File: config.mk
export PLATFORM = sky130hd
export DESIGN_NAME = spc_pin_control
export DESIGN_NICKNAME = d
export VERILOG_FILES = /design/src/include/spc_pkg.sv /design/src/verilog/spc_pin_control.sv /design/src/verilog/spc_cmd_encode.sv /design/src/verilog/spc_host_arb.sv
export VERILOG_INCLUDE_DIRS = /design/src /design/src/include
export SDC_FILE = /design/constraint.sdc
export NUM_CORES = 1
export LEC_CHECK = 0
export CORE_MARGIN = 3
export CORE_UTILIZATION = 30
export CTS_CLUSTER_DIAMETER = 60
export DETAILED_ROUTE_END_ITERATION = 6
export DONT_BUFFER_PORTS = 1
export SLEW_MARGIN = 20
export SYNTH_ARGS = -nofsm -noshare
export SYNTH_HDL_FRONTEND = slang
export SYNTH_SLANG_ARGS = --single-unit
File: constraint.sdc
create_clock -name clk -period 3 [get_ports clk]
set_input_delay 0.6 -clock clk [delete_from_list [all_inputs] [get_ports clk]]
set_output_delay 0.6 -clock clk [all_outputs]
set_load 0.01 [all_outputs]
File: src/include/spc_cfg.svh
/*
  Constants of the SDRAM pin control block: address window, command
  encodings, address bit positions and reset values of the pins.
  Assumes it is included by bare name wherever a constant is needed.
*/
`ifndef SPC_CFG_SVH
`define SPC_CFG_SVH

// ----------------------------------------
// Address window
// ----------------------------------------
`define SPC_ADDR_W 32
`define SPC_SPACE_HI 31
`define SPC_SPACE_LO 26
`define SPC_SDRAM_SPACE 6'h01
`define SPC_WORD_ODD_BIT 0

// ----------------------------------------
// Command encodings {row, column, write enable}, active low
// ----------------------------------------
`define SPC_ENC_MODE 3'h0
`define SPC_ENC_REFRESH 3'h1
`define SPC_ENC_PRECHARGE 3'h2
`define SPC_ENC_ACTIVATE 3'h3
`define SPC_ENC_WRITE 3'h4
`define SPC_ENC_READ 3'h5
`define SPC_ENC_BURST_STOP 3'h6
`define SPC_ENC_NOP 3'h7

// ----------------------------------------
// Reset values
// ----------------------------------------
`define SPC_RST_STROBE 1'h1
`define SPC_RST_MASK 1'h0
`define SPC_RST_A10 1'h0
`define SPC_RST_CKE 1'h1
`define SPC_RST_OE 1'h0
`define SPC_RST_GRANT_N 1'h1
`define SPC_RST_READY 1'h0

`endif

File: src/include/spc_pkg.sv
/*
  Types of the SDRAM pin control block: command kinds and the states of
  the host handover sequence.
  Assumes spc_cfg.svh is available on the include path.
*/
package spc_pkg;

  // ----------------------------------------
  // Commands presented by the controller core
  // ----------------------------------------
  typedef enum logic [3:0] {
    SPC_CMD_NOP = 4'h0,
    SPC_CMD_ACTIVATE = 4'h1,
    SPC_CMD_READ = 4'h2,
    SPC_CMD_WRITE = 4'h3,
    SPC_CMD_PRECHARGE = 4'h4,
    SPC_CMD_REFRESH = 4'h5,
    SPC_CMD_MODE_SET = 4'h6,
    SPC_CMD_BURST_STOP = 4'h7,
    SPC_CMD_SELF_ENTER = 4'h8,
    SPC_CMD_SELF_EXIT = 4'h9,
    SPC_CMD_SUSPEND_ENTER = 4'hA,
    SPC_CMD_SUSPEND_EXIT = 4'hB
  } spc_cmd_t;

  // ----------------------------------------
  // Host handover states, Gray coded from idle through wake (wake to idle flips two bits)
  // ----------------------------------------
  typedef enum logic [2:0] {
    SPC_ARB_IDLE = 3'h0,
    SPC_ARB_SELF = 3'h1,
    SPC_ARB_FLOAT = 3'h3,
    SPC_ARB_GRANT = 3'h2,
    SPC_ARB_WAKE = 3'h6
  } spc_arb_state_t;

endpackage

File: src/verilog/spc_pin_control.sv
/*
  SDRAM pin control: turns controller commands into registered SDRAM
  control pins, data masks, address bit ten and clock enable, and hands
  the bus to a host with the SDRAM parked in self-refresh.
  Assumes all inputs are synchronous to clk and held stable while valid.
*/
`include "spc_cfg.svh"

module spc_pin_control (
  input wire logic clk,
  input wire logic rst_n,
  input wire logic cmdValid,
  output logic cmdReady,
  input wire spc_pkg::spc_cmd_t cmdKind,
  input wire logic [`SPC_ADDR_W-1:0] cmdAddr,
  input wire logic cmdA10,
  input wire logic cmdSingleWord,
  input wire logic bus32Mode,
  input wire logic busOwner,
  input wire logic hostBusRequestN,
  output logic sdramSpaceSelectN,
  output logic sdramSpaceSelectOe,
  output logic rowStrobeN,
  output logic colStrobeN,
  output logic sdramWriteEnableN,
  output logic lowWordDataMask,
  output logic highWordDataMask,
  output logic sdramAddrBitTen,
  output logic sdramClockEnable,
  output logic sdramCtrlOe,
  output logic hostBusGrantN,
  output logic hostBusGrantOe
);

  // ----------------------------------------
  // Declarations
  // ----------------------------------------
  logic hostReq;
  logic cmdTake;
  logic [`SPC_SPACE_HI-`SPC_SPACE_LO:0] upperAddressBits;
  logic inWindow;
  logic addrFree;
  logic issue;
  logic wordOdd;
  spc_pkg::spc_cmd_t effCmd;
  spc_pkg::spc_arb_state_t arbState;
  spc_pkg::spc_arb_state_t arbNext;
  logic [2:0] pinCode;
  logic ckeTouch;
  logic ckeValue;

  logic ready_reg, ready_next;
  logic sel_reg, sel_next;
  logic selOe_reg, selOe_next;
  logic row_reg, row_next;
  logic col_reg, col_next;
  logic we_reg, we_next;
  logic lowMask_reg, lowMask_next;
  logic highMask_reg, highMask_next;
  logic a10_reg, a10_next;
  logic cke_reg, cke_next;
  logic ctrlOe_reg, ctrlOe_next;
  logic grant_reg, grant_next;
  logic grantOe_reg, grantOe_next;

  // ----------------------------------------
  // Request decode
  // ----------------------------------------
  assign hostReq = !hostBusRequestN;
  assign cmdTake = cmdValid && ready_reg;
  assign upperAddressBits = cmdAddr[`SPC_SPACE_HI:`SPC_SPACE_LO];
  assign inWindow = (upperAddressBits == `SPC_SDRAM_SPACE);
  assign wordOdd = cmdAddr[`SPC_WORD_ODD_BIT];

  // Refresh and clock enable commands need no address lines, so they
  // may run while another transfer owns the shared address bus
  always_comb begin
    case (cmdKind)
      spc_pkg::SPC_CMD_REFRESH,
      spc_pkg::SPC_CMD_SELF_ENTER,
      spc_pkg::SPC_CMD_SELF_EXIT,
      spc_pkg::SPC_CMD_SUSPEND_ENTER,
      spc_pkg::SPC_CMD_SUSPEND_EXIT: addrFree = 1'h1;
      default: addrFree = 1'h0;
    endcase
  end

  assign issue = cmdTake && (inWindow || addrFree);

  // ----------------------------------------
  // Command selection
  // ----------------------------------------
  always_comb begin
    effCmd = spc_pkg::SPC_CMD_NOP;
    case (arbState)
      spc_pkg::SPC_ARB_SELF: effCmd = spc_pkg::SPC_CMD_SELF_ENTER;
      spc_pkg::SPC_ARB_WAKE: effCmd = spc_pkg::SPC_CMD_SELF_EXIT;
      spc_pkg::SPC_ARB_IDLE: begin
        if (issue) begin
          effCmd = cmdKind;
        end
      end
      default: effCmd = spc_pkg::SPC_CMD_NOP;
    endcase
  end

  spc_cmd_encode u_encode (
    .cmd(effCmd),
    .pinCode(pinCode),
    .ckeTouch(ckeTouch),
    .ckeValue(ckeValue)
  );

  spc_host_arb u_arb (
    .clk(clk),
    .rst_n(rst_n),
    .hostReq(hostReq),
    .busOwner(busOwner),
    .cmdTake(cmdTake),
    .state(arbState),
    .stateNext(arbNext)
  );

  // ----------------------------------------
  // Pin next values
  // ----------------------------------------
  always_comb begin
    ready_next = (arbNext == spc_pkg::SPC_ARB_IDLE) && !hostReq && busOwner;
    sel_next = !(issue || arbState == spc_pkg::SPC_ARB_SELF
                 || arbState == spc_pkg::SPC_ARB_WAKE);
    row_next = pinCode[2];
    col_next = pinCode[1];
    we_next = pinCode[0];
    // Masks exist only beside a write; reads and other commands leave them off
    lowMask_next = 1'h0;
    highMask_next = 1'h0;
    if (effCmd == spc_pkg::SPC_CMD_WRITE) begin
      lowMask_next = !bus32Mode && cmdSingleWord && wordOdd;
      highMask_next = bus32Mode || (cmdSingleWord && !wordOdd);
    end
    a10_next = issue ? cmdA10 : a10_reg;
    cke_next = ckeTouch ? ckeValue : cke_reg;
    // Pins float from the float state until the wake state hands them back
    ctrlOe_next = busOwner && (arbState == spc_pkg::SPC_ARB_IDLE
                  || arbState == spc_pkg::SPC_ARB_SELF
                  || arbState == spc_pkg::SPC_ARB_WAKE);
    selOe_next = ctrlOe_next;
    grant_next = !(arbState == spc_pkg::SPC_ARB_GRANT && hostReq);
    grantOe_next = busOwner;
  end

  // ----------------------------------------
  // Output registers
  // ----------------------------------------
  always_ff @(posedge clk) begin
    if (!rst_n) begin
      ready_reg <= `SPC_RST_READY;
      sel_reg <= `SPC_RST_STROBE;
      selOe_reg <= `SPC_RST_OE;
      row_reg <= `SPC_RST_STROBE;
      col_reg <= `SPC_RST_STROBE;
      we_reg <= `SPC_RST_STROBE;
      lowMask_reg <= `SPC_RST_MASK;
      highMask_reg <= `SPC_RST_MASK;
      a10_reg <= `SPC_RST_A10;
      cke_reg <= `SPC_RST_CKE;
      ctrlOe_reg <= `SPC_RST_OE;
      grant_reg <= `SPC_RST_GRANT_N;
      grantOe_reg <= `SPC_RST_OE;
    end else begin
      ready_reg <= ready_next;
      sel_reg <= sel_next;
      selOe_reg <= selOe_next;
      row_reg <= row_next;
      col_reg <= col_next;
      we_reg <= we_next;
      lowMask_reg <= lowMask_next;
      highMask_reg <= highMask_next;
      a10_reg <= a10_next;
      cke_reg <= cke_next;
      ctrlOe_reg <= ctrlOe_next;
      grant_reg <= grant_next;
      grantOe_reg <= grantOe_next;
    end
  end

  assign cmdReady = ready_reg;
  assign sdramSpaceSelectN = sel_reg;
  assign sdramSpaceSelectOe = selOe_reg;
  assign rowStrobeN = row_reg;
  assign colStrobeN = col_reg;
  assign sdramWriteEnableN = we_reg;
  assign lowWordDataMask = lowMask_reg;
  assign highWordDataMask = highMask_reg;
  assign sdramAddrBitTen = a10_reg;
  assign sdramClockEnable = cke_reg;
  assign sdramCtrlOe = ctrlOe_reg;
  assign hostBusGrantN = grant_reg;
  assign hostBusGrantOe = grantOe_reg;

  // ----------------------------------------
  // Assertions
  // ----------------------------------------
  property p_select_window;
    @(posedge clk) disable iff (!rst_n)
    cmdTake && inWindow |=> !sdramSpaceSelectN;
  endproperty
  a_select_window: assert property (p_select_window)
    else $error("select not asserted for window access");

  property p_select_owner;
    @(posedge clk) disable iff (!rst_n)
    !busOwner |=> !sdramSpaceSelectOe && !sdramCtrlOe;
  endproperty
  a_select_owner: assert property (p_select_owner)
    else $error("non owner drives select");

  property p_row_strobe;
    @(posedge clk) disable iff (!rst_n)
    issue && cmdKind == spc_pkg::SPC_CMD_ACTIVATE |=> !rowStrobeN && colStrobeN;
  endproperty
  a_row_strobe: assert property (p_row_strobe)
    else $error("row strobe wrong on activate");

  property p_col_strobe;
    @(posedge clk) disable iff (!rst_n)
    issue && (cmdKind == spc_pkg::SPC_CMD_READ || cmdKind == spc_pkg::SPC_CMD_WRITE)
      |=> !colStrobeN && rowStrobeN;
  endproperty
  a_col_strobe: assert property (p_col_strobe)
    else $error("column strobe wrong on access");

  property p_write_enable;
    @(posedge clk) disable iff (!rst_n)
    issue && cmdKind == spc_pkg::SPC_CMD_READ ##1 !colStrobeN |-> sdramWriteEnableN;
  endproperty
  a_write_enable: assert property (p_write_enable)
    else $error("write enable low on read");

  property p_refresh_code;
    @(posedge clk) disable iff (!rst_n)
    issue && cmdKind == spc_pkg::SPC_CMD_REFRESH
      |=> {rowStrobeN, colStrobeN, sdramWriteEnableN} == `SPC_ENC_REFRESH;
  endproperty
  a_refresh_code: assert property (p_refresh_code)
    else $error("refresh encoding wrong");

  property p_low_mask;
    @(posedge clk) disable iff (!rst_n)
    colStrobeN || sdramWriteEnableN |-> !lowWordDataMask;
  endproperty
  a_low_mask: assert property (p_low_mask)
    else $error("low mask outside a write");

  property p_high_mask;
    @(posedge clk) disable iff (!rst_n)
    issue && cmdKind == spc_pkg::SPC_CMD_WRITE && bus32Mode |=> highWordDataMask;
  endproperty
  a_high_mask: assert property (p_high_mask)
    else $error("high mask off on 32-bit write");

  property p_a10;
    @(posedge clk) disable iff (!rst_n)
    issue |=> sdramAddrBitTen == $past(cmdA10);
  endproperty
  a_a10: assert property (p_a10)
    else $error("address bit ten not driven");

  property p_grant_safe;
    @(posedge clk) disable iff (!rst_n)
    !hostBusGrantN |-> !sdramCtrlOe && !sdramSpaceSelectOe && !sdramClockEnable;
  endproperty
  a_grant_safe: assert property (p_grant_safe)
    else $error("grant with pins driven or SDRAM awake");

  property p_grant_hold;
    @(posedge clk) disable iff (!rst_n)
    !hostBusGrantN && hostReq |=> !hostBusGrantN;
  endproperty
  a_grant_hold: assert property (p_grant_hold)
    else $error("grant dropped while host requests");

  property p_handover;
    @(posedge clk) disable iff (!rst_n)
    arbState == spc_pkg::SPC_ARB_IDLE && hostReq && busOwner && !cmdTake
      |=> ##1 !sdramClockEnable ##2 !hostBusGrantN || !hostReq;
  endproperty
  a_handover: assert property (p_handover)
    else $error("handover sequence late");

endmodule

File: src/verilog/spc_cmd_encode.sv
/*
  Command table: maps a command kind onto row strobe, column strobe and
  write enable, plus the clock enable action.
  Assumes a purely combinational use by the pin control block.
*/
`include "spc_cfg.svh"

module spc_cmd_encode (
  input wire spc_pkg::spc_cmd_t cmd,
  output logic [2:0] pinCode,
  output logic ckeTouch,
  output logic ckeValue
);

  // ----------------------------------------
  // Encoding
  // ----------------------------------------
  always_comb begin
    pinCode = `SPC_ENC_NOP;
    ckeTouch = 1'h0;
    ckeValue = 1'h1;
    case (cmd)
      spc_pkg::SPC_CMD_ACTIVATE: pinCode = `SPC_ENC_ACTIVATE;
      spc_pkg::SPC_CMD_READ: pinCode = `SPC_ENC_READ;
      spc_pkg::SPC_CMD_WRITE: pinCode = `SPC_ENC_WRITE;
      spc_pkg::SPC_CMD_PRECHARGE: pinCode = `SPC_ENC_PRECHARGE;
      spc_pkg::SPC_CMD_REFRESH: pinCode = `SPC_ENC_REFRESH;
      spc_pkg::SPC_CMD_MODE_SET: pinCode = `SPC_ENC_MODE;
      spc_pkg::SPC_CMD_BURST_STOP: pinCode = `SPC_ENC_BURST_STOP;
      spc_pkg::SPC_CMD_SELF_ENTER: begin
        // Refresh code with the clock enable dropping
        pinCode = `SPC_ENC_REFRESH;
        ckeTouch = 1'h1;
        ckeValue = 1'h0;
      end
      spc_pkg::SPC_CMD_SUSPEND_ENTER: begin
        ckeTouch = 1'h1;
        ckeValue = 1'h0;
      end
      spc_pkg::SPC_CMD_SELF_EXIT, spc_pkg::SPC_CMD_SUSPEND_EXIT: begin
        ckeTouch = 1'h1;
        ckeValue = 1'h1;
      end
      default: pinCode = `SPC_ENC_NOP;
    endcase
  end

endmodule

File: src/verilog/spc_host_arb.sv
/*
  Host handover sequencer: on a host request it puts the SDRAM in
  self-refresh, floats the pins, grants, and wakes the SDRAM on release.
  Assumes hostReq is active high and synchronous to clk.
*/
module spc_host_arb (
  input wire logic clk,
  input wire logic rst_n,
  input wire logic hostReq,
  input wire logic busOwner,
  input wire logic cmdTake,
  output spc_pkg::spc_arb_state_t state,
  output spc_pkg::spc_arb_state_t stateNext
);

  spc_pkg::spc_arb_state_t state_reg;
  spc_pkg::spc_arb_state_t state_next;

  // ----------------------------------------
  // Next state
  // ----------------------------------------
  always_comb begin
    state_next = state_reg;
    case (state_reg)
      spc_pkg::SPC_ARB_IDLE: begin
        // A command taken this cycle finishes before the handover starts
        if (hostReq && busOwner && !cmdTake) begin
          state_next = spc_pkg::SPC_ARB_SELF;
        end
      end
      spc_pkg::SPC_ARB_SELF: state_next = spc_pkg::SPC_ARB_FLOAT;
      spc_pkg::SPC_ARB_FLOAT: state_next = spc_pkg::SPC_ARB_GRANT;
      spc_pkg::SPC_ARB_GRANT: begin
        if (!hostReq) begin
          state_next = spc_pkg::SPC_ARB_WAKE;
        end
      end
      spc_pkg::SPC_ARB_WAKE: state_next = spc_pkg::SPC_ARB_IDLE;
      default: state_next = spc_pkg::SPC_ARB_IDLE;
    endcase
  end

  always_ff @(posedge clk) begin
    if (!rst_n) begin
      state_reg <= spc_pkg::SPC_ARB_IDLE;
    end else begin
      state_reg <= state_next;
    end
  end

  assign state = state_reg;
  assign stateNext = state_next;

endmodule

==> out/summary.txt, run 1 <==
Outcome - complete, no violations
Clock Tree Buf Depth - 2
Critical path endpoint category - flop
GR Layer Usage met2 - 17.1%
Met1 GRT Util - 12.3%
Largest net degree at the start of global routing - 13
Core Region - 0.00223 mm²
Worst path required time - 3220 ps
TritonRoute pass-1 iters - 3
Total nets after synthesis - 123
WL per Instance - 13.4 µm
Synth Cell Area - 714 µm²
Clock Tree Root - clkbuf_4
Final Hold Viols - 0
Layout cell share with drive strength beyond 1 - 12.5%
H-tree levels - 1
Number of global-route vias before repair - 535
Post-synthesis sequential area ratio - 42.0%
Startpoint Class - flop
Iter 0 DRT Violations - 7
GRT busiest layer - met2
Worst slew pin tran - 466 ps
Max cap viols - 0
Detailed Place HPWL - 1120 µm
Tcrit/Tclk final - 55.5%
IO Pins - 57
First-pass GRT wire length - 2320 µm
M3 GR Usage - 5.18%
Worst skew pair latency - 280 ps
Via count - 574
Rows - 17
Final Util - 34.1%
Distinct cells, synth - 33
PwrDens - 481 mW/mm²
Setup TNS - 0 ps
# DRC - 0
Worst Path Max Fanout - 3
Diode count - 0
Lkg Pwr - 0.000279 µW
Fill count - 240
Post-route ant nets - 0
DRT Wirelength - 1450 µm
Clock skew - 5.57 ps
CP Class - reg2reg
Number of buffers created by CTS - 3
RSZ-0062 raised after global routing - no
Tot GR Track Use - 10.9%
Synth warn - 0
Initial antenna violation count - 0
Flop and latch count out of synthesis - 15
Max reg flops - 3
Post-CTS Resized - 0
Syn avg cell area - 9.04 µm²
Final setup viols - 0
Final critical-path required period - 1660 ps
Relative slew slack - 68.8%
Maximum vdd drop - 0.331 mV
Initial Util - 32.0%
Gpl congestion - 0.744
Clock transition at path regs - 80 ps
Hold buffers post-CTS - 0
Post-CTS Setup Bufs - 0
DIE WIDTH - 54.8 µm
Vias/cell - 5.31
Sink Count - 15
Pins Over Slew Limit - 0
Critical Path AT - 1880 ps
Hold Path Class - in2reg
Synth-to-Final Area Change - 6.48%
TritonCTS clock tree - done
Port buffer count - 0
Die ar. - 0.00300 mm²
Max frequency - 601 MHz
Total Nets Final - 125
GR Overflow Total - 0
Die H - 54.8 µm
Mapped Cells - 79
==> power breakdown <==
part | switching, µW | internal (µW) | total (µW)
Combinational | 18.4 | 17.7 | 36.1
Sequential | 11.8 | 208 | 220
Clock | 58.3 | 51.6 | 110
==> cell usage in the layout, fill, tap and decap left out, types with 2 or more instances in the layout <==
cell type	netlist	final
dfxtp_1	15	15
nor2_1	10	10
nand2_1	5	5
inv_1	4	4
nand4_1	4	4
a21oi_1	3	3
mux2i_1	3	3
clkbuf_4	0	3
nor4b_2	2	2
a211oi_1	2	2
nor3b_1	2	2
o21a_1	2	2
o21ai_0	2	2
nand3_1	2	2
o31ai_1	2	2
o21ai_1	2	2
==> metal layers <==
layer	share of wire (%)	vias to the layer above
met5	0	-
met4	1.5	0
met3	9.0	5
met2	47	18
met1	42	261
li1	-	290
==> worst max-delay path, stage by stage (launching register included) <==
cell	delay, ps
dfxtp_1	410
nand2_1	110
or4_4	460
o31ai_2	270
nand4_1	180
nor3_2	170
==> layout make-up <==
class	instances	area, µm²	share of cell area (%)
Multi-Input combinational cell	57	384	50.5
Clock buffer	4	26.3	3.45
Tap cell	28	35.0	4.61
Inverter	4	15.0	1.97
Sequential cell	15	300	39.5
==> kinds of logic (layout without fill, tap and decap cells) <==
| family | Yosys count | after routing | share of synthesized area [%] |
|---|---|---|---|
| AND/OR/NAND/NOR | 35 | 35 | 30.8 |
| buffers and inverters | 7 | 8 | 4.20 |
| multiplexers | 3 | 3 | 4.20 |
| XOR/XNOR | 1 | 1 | 1.23 |
| AO/OA/AOI/OAI | 18 | 18 | 17.5 |
| flip-flops | 15 | 15 | 42.0 |
==> synth_stat cells <==
library cell / count / area share, %
dfxtp_1: 15 / 42
nor2_1: 10 / 5.3
nand2_1: 5 / 2.6
inv_1: 4 / 2.1
nand4_1: 4 / 3.5
a21oi_1: 3 / 2.1
mux2i_1: 3 / 4.2
a211oi_1: 2 / 2.1
clkbuf_1: 2 / 1.1
nand3_1: 2 / 1.4
nor3b_1: 2 / 2.1
nor4b_2: 2 / 4.2
o21a_1: 2 / 2.1
o21ai_0: 2 / 1.4
o21ai_1: 2 / 1.4
o31ai_1: 2 / 2.1
a21o_1: 1 / 1.1
a31o_1: 1 / 1.2
a31oi_1: 1 / 0.88
and2_1: 1 / 0.88
and2b_2: 1 / 1.2
and3_1: 1 / 0.88
and3b_1: 1 / 1.2
and4bb_2: 1 / 1.8
buf_4: 1 / 1.1
nand3b_1: 1 / 1.1
nor2b_1: 1 / 0.88
nor3_2: 1 / 1.4
o211a_1: 1 / 1.4
o31ai_2: 1 / 1.8
or3_1: 1 / 0.88
or4_4: 1 / 1.6
xnor2_1: 1 / 1.2
==> through the flow <==
stage	total power [µW]	worst slack (ps)	area (µm²)	hold slack, ps	std cells
after floorplan	257	1290	714	441	79
after global placement	260	1180	734	480	104
after detailed placement	261	1140	734	488	104
after CTS	372	1310	761	364	108
after global routing	392	1180	761	358	108
final	366	1340	761	372	108
==> final timing paths <==
kind	to	depth (start not counted)	slack (ps)	from
max	lowWordDataMask	5	1340	cmdReady
max reg2reg	lowWordDataMask	5	1340	cmdReady
min	lowWordDataMask	1	370	bus32Mode
min reg2reg	hostBusGrantN	1	520	u_arb.state[1]
(Power assumes the default switching activity.)
==> run 2: changes to the inputs <==
- clock period: 3 -> 1.7 ns (I/O delays scaled with it)
==> run 2 against run 1 <==
Effect of this change:
- hold slack got worse by 260 ps
- sequential power grew 75%
- clock-buffer cell count did not move
- cell area is 6.4% higher
- largest power group unchanged
- highest routed layer unchanged
==> out/summary.txt, run 2 (same netlist as run 1, synthesis figures left out) <==
Initial antenna violation count - 0 (unchanged)
Worst Reg-to-Reg Cells - 4 (-1)
Most common cell after layout, fill and taps aside - dfxtp_1
H-tree levels - 1 (unchanged)
Max cap viols - 0 (unchanged)
Pins Over Slew Limit - 0 (unchanged)
Max frequency - 610 MHz (+1.5%)
DIE WIDTH - 54.8 µm (unchanged)
CP Launch Point - u_arb.state[0]
Detailed Place HPWL - 1200 µm (+7.4%)
Reg2reg start - u_arb.state[0]
Total Nets Final - 129 (+3.2%)
TritonCTS clock tree - done
Power Total - 663 µW (+81%)
Post-route ant nets - 0 (unchanged)
Hold buffers post-CTS - 0 (unchanged)
Worst Setup EP - rowStrobeN
Worst Path Max Fanout - 7 (+4)
TritonRoute pass-1 iters - 4 (+1)
Footprint of the multi-input gates - 402 µm² (+4.6%)
Final setup viols - 0 (unchanged)
PwrDens - 819 mW/mm² (+70%)
Gpl congestion - 0.758 (+1.8%)
Fill count - 235 (-2.1%)
Worst path required time - 1880 ps (-1340 ps)
Post-CTS Setup Bufs - 0 (unchanged)
First-pass GRT wire length - 2390 µm (+3.0%)
DRT Wirelength - 1600 µm (+10%)
Tcrit/Tclk final - 96.5% (+41 points)
WL per Instance - 14.3 µm (+6.5%)
Number of buffers created by CTS - 3 (unchanged)
Number of global-route vias before repair - 532 (-0.56%)
Diode count - 0 (unchanged)
CP Class - reg2reg
Worst flop-to-flop path endpoint - rowStrobeN
Core Region - 0.00223 mm² (unchanged)
Rows - 17 (unchanged)
# DRC - 0 (unchanged)
Worst slew pin tran - 625 ps (+159 ps)
Via count - 604 (+5.2%)
GR Overflow Total - 0 (unchanged)
Clock Tree Root - clkbuf_4
Metal2 WL - 772 µm (+13%)
Final Hold Viols - 0 (unchanged)
Sink Count - 15 (unchanged)
Synth-to-Final Area Change - 13.3%
Iter 0 DRT Violations - 13 (+6)
Maximum vdd drop - 0.333 mV (+0.41%)
Metal1 wirelength - 636 µm (+4.8%)
Worst skew pair latency - 280 ps (about the same)
Layout cell share with drive strength beyond 1 - 17.9% (+5.4 points)
Clock Tree Buf Depth - 2 (unchanged)
Startpoint Class - flop
Initial Util - 32.0% (unchanged)
Most frequent cells in the layout - 14 x dfxtp_1, 10 x nor2_1, 5 x nand2_1
Metal3 WL - 159 µm (+22%)
Final Util - 36.2% (+2.2 points)
Lkg Pwr - 0.000308 µW (+10%)
Hold Path Class - in2reg
Critical Path AT - 1820 ps (-60 ps)
Max reg flops - 3 (unchanged)
Clock transition at path regs - 90 ps (about the same)
Port buffer count - 0 (unchanged)
IO Pins - 57 (unchanged)
Register area - 302 µm² (+0.42%)
Clock skew - 3.95 ps (-1.63 ps)
Largest net degree at the start of global routing - 13 (unchanged)
Tot GR Track Use - 11.0% (+0.11 points)
Top layer in use - met4
R2R setup slack - 60 ps (-1280 ps)
Outcome - complete, no violations
Vias/cell - 5.39 (+1.5%)
Die ar. - 0.00300 mm² (unchanged)
Relative slew slack - 58.1% (-11 points)
Die H - 54.8 µm (unchanged)
Final critical-path required period - 1640 ps (-24.8 ps)
Critical path endpoint category - flop
-- run 2: changes by cell type in the layout (fill, tap and decap cells not counted) --
cell / before / now
nor4b_2: 2 / 1
o31ai_4: 0 / 1
dfxtp_1: 15 / 14
buf_4: 0 / 4
o31ai_2: 1 / 0
nor4b_4: 0 / 1
dfxtp_2: 0 / 1
-- run 2: how the worst min path moves through the flow --
stage,startpoint,endpoint,depth (start not counted)
finish,bus32Mode,lowWordDataMask,1
global route,bus32Mode,lowWordDataMask,1
CTS,bus32Mode,lowWordDataMask,1
detailed placement,rst_n,sdramClockEnable,1
global placement,rst_n,sdramClockEnable,1
floorplan,bus32Mode,lowWordDataMask,1
-- run 2: where the power goes --
part,switching [µW],internal [µW]
registers,17.7,368
logic,40.7,36.6
clock network,109,91.2
total,168,496
-- run 2: timing repair --
item / in CTS / in global routing
resized for setup: 0 / 3
endpoints found under the hold margin: 0 / 0
endpoints found under the setup margin: 0 / 1
-- run 2: stage by stage --
| stage | instance area, µm² | setup slack (ps) | hold slack, ps | TNS, ps | cells |
|---|---|---|---|---|---|
| finish | 810 | 60.0 | 109 | 0 | 112 |
| global route | 810 | -6.89 | 99.4 | -6.89 | 112 |
| CTS | 791 | 72.6 | 101 | 0 | 112 |
| detailed placement | 764 | 93.9 | 408 | 0 | 108 |
| global placement | 764 | 111 | 406 | 0 | 108 |
| floorplan | 714 | 185 | 409 | 0 | 79 |
-- run 2: layer usage --
layer,global-route usage [%],vias to the layer above
met5,0,-
met4,3.73,0
met3,4.36,5
met2,17.7,29
met1,13.1,271
li1,-,299
-- run 2: cell type report --
cell class / count / area share (%)
multi-input cells: 57 / 49.6
flip-flops and latches: 15 / 37.2
well taps: 28 / 4.33
repair buffers: 4 / 3.71
clock buffers: 4 / 3.25
inverters: 4 / 1.85
-- run 2: critical path, cell delays in order, from the launching register on --
cell and delay [ps]:
dfxtp_2 360, or4_4 570, nor2_1 260, nand3_1 120, a31o_1 230
==> run 3: changes to the inputs <==
- CELL_PAD_IN_SITES_DETAIL_PLACEMENT: not set -> 2
- CELL_PAD_IN_SITES_GLOBAL_PLACEMENT: not set -> 2
- CORE_UTILIZATION: 30 -> 29
- PLACE_DENSITY_LB_ADDON: not set -> 0.1
==> run 3 against run 2 <==
Effect of this change:
- global-route usage is 1.9 points higher
- clock-buffer cell count did not move
- routed wire length up 17%
- clock power fell by 3%
- sequential power decreased by 1%
- combinational power increased by 20%
- clock skew barely moved
- die area increased by 3.1%
- core utilization is 0.26 points higher
- power grew 0.93%
- fmax is 2.0% higher
- first-iteration DRC count is 46% lower
==> out/summary.txt, run 3 (same netlist as run 1, synthesis figures left out) <==
Outcome - complete, no violations
CP Buf/Inv Count - 0 (unchanged)
CP Class - reg2reg
Max frequency - 622 MHz (+2.0%)
Gpl congestion - 0.719 (-5.1%)
Pins Over Slew Limit - 0 (unchanged)
Worst Path Max Fanout - 5 (-2)
Diode count - 0 (unchanged)
Most frequent cells in the layout - 15 x dfxtp_1, 10 x nor2_1, 7 x buf_4
Synth-to-Final Area Change - 16.3%
Slowest stage delay, CP - 570 ps (about the same)
Worst skew pair latency - 270 ps (about the same)
Die H - 55.6 µm (+1.5%)
Lkg Pwr - 0.000321 µW (+4.4%)
Hold WS - 123 ps (+13.4 ps)
CP max-delay cell - or4_4
Crit-path cells - or4_4 -> nor2_1 -> nand3_1 -> a31o_1
Layout cell share with drive strength beyond 1 - 19.5% (+1.7 points)
Final WS setup - 92.4 ps (+32.3 ps)
PwrDens - 806 mW/mm² (-1.7%)
TritonCTS clock tree - done
Final critical-path required period - 1610 ps (-32.3 ps)
Detailed Place HPWL - 1530 µm (+27%)
IO Pins - 57 (unchanged)
Maximum vdd drop - 0.437 mV (+31%)
Fill count - 261 (+11%)
Post-CTS Setup Bufs - 0 (unchanged)
H-tree levels - 1 (unchanged)
Clock skew - 4.04 ps (+0.0909 ps)
Initial antenna violation count - 0 (unchanged)
Setup TNS - 0 ps (unchanged)
WL per Instance - 16.2 µm (+14%)
GR Overflow Total - 0 (unchanged)
Port buffer count - 0 (unchanged)
Tot GR Track Use - 12.9% (+1.9 points)
Clock Tree Root - clkbuf_4
# DRC - 0 (unchanged)
TritonRoute pass-1 iters - 4 (unchanged)
Clock Tree Buf Depth - 2 (unchanged)
Worst slew pin tran - 606 ps (-19.0 ps)
Die ar. - 0.00310 mm² (+3.1%)
Final Hold Viols - 0 (unchanged)
Number of buffers created by CTS - 3 (unchanged)
Clock transition at path regs - 80 ps (about the same)
Initial Util - 31.4% (-0.60 points)
Post-route ant nets - 0 (unchanged)
Hold buffers post-CTS - 0 (unchanged)
Tcrit/Tclk final - 94.6% (-1.9 points)
Iter 0 DRT Violations - 7 (-6)
Final setup viols - 0 (unchanged)
Max cap viols - 0 (unchanged)
First-pass GRT wire length - 3110 µm (+30%)
Core Region - 0.00228 mm² (+1.9%)
Sink Count - 15 (unchanged)
Critical Path AT - 1780 ps (-40 ps)
Critical path endpoint category - flop
Most common cell after layout, fill and taps aside - dfxtp_1
Non-filler cells, final - 115 (+2.7%)
Number of global-route vias before repair - 668 (+26%)
Relative slew slack - 59.4% (+1.3 points)
Inst Count DP - 111 (+2.8%)
CP delay by family, top - simple AND/OR/NAND/NOR gates
Hold Path Class - in2reg
Via count - 628 (+4.0%)
DRT Wirelength - 1860 µm (+17%)
Post-Place Worst Slack - 47.8 ps (-46.1 ps)
Max reg flops - 3 (unchanged)
Post-CTS Resized - 0 (unchanged)
Worst path required time - 1870 ps (about the same)
Largest net degree at the start of global routing - 13 (unchanged)
Vias/cell - 5.46 (+1.3%)
Power Total - 669 µW (+0.93%)
RSZ-0062 raised after global routing - no
DIE WIDTH - 55.6 µm (+1.5%)
Rows - 17 (unchanged)
Total Nets Final - 132 (+2.3%)
Startpoint Class - flop
-- run 3: cell count changes in the layout (fill, tap and decap cells not counted) --
cell and change:
buf_4 +3, dfxtp_1 +1, dfxtp_2 -1
-- run 3: metrics by stage --
| step | utilization [%] | area [µm²] |
|---|---|---|
| final | 36.5 | 831 |
| after global routing | 36.5 | 831 |
| after CTS | 35.7 | 813 |
| after detailed placement | 34.6 | 787 |
| after global placement | 34.6 | 787 |
| after floorplan | - | 714 |
-- run 3: layer usage --
layer  global-route usage [%]  routed length [µm]
met5                        0                   0
met4                     3.13                  12
met3                     5.57                 120
met2                     20.3                 881
met1                     16.1                 850
-- run 3: cell type report --
type	count	area (µm²)	share of cell area, %
Inverter	4	15.0	1.81
Multi-Input combinational cell	57	402	48.3
Tap cell	28	35.0	4.22
Sequential cell	15	300	36.1
Timing Repair Buffer	7	52.6	6.33
Clock buffer	4	26.3	3.16
-- run 3: path summary, 6_finish.rpt --
path | from | to | slack (ps) | cells after the start
hold / removal | bus32Mode | lowWordDataMask | 120 | 1
setup / recovery | u_arb.state[0] | rowStrobeN | 90 | 4
hold reg to reg | sdramClockEnable | sdramClockEnable | 560 | 2
setup reg to reg | u_arb.state[0] | rowStrobeN | 90 | 4
-- run 3: where the power goes --
group / total [µW] / internal (µW) / switching (µW)
Sequential: 382 / 367 / 14.6
Combinational: 92.9 / 44.3 / 48.6
Clock: 194 / 90.9 / 104
Total: 669 / 503 / 167
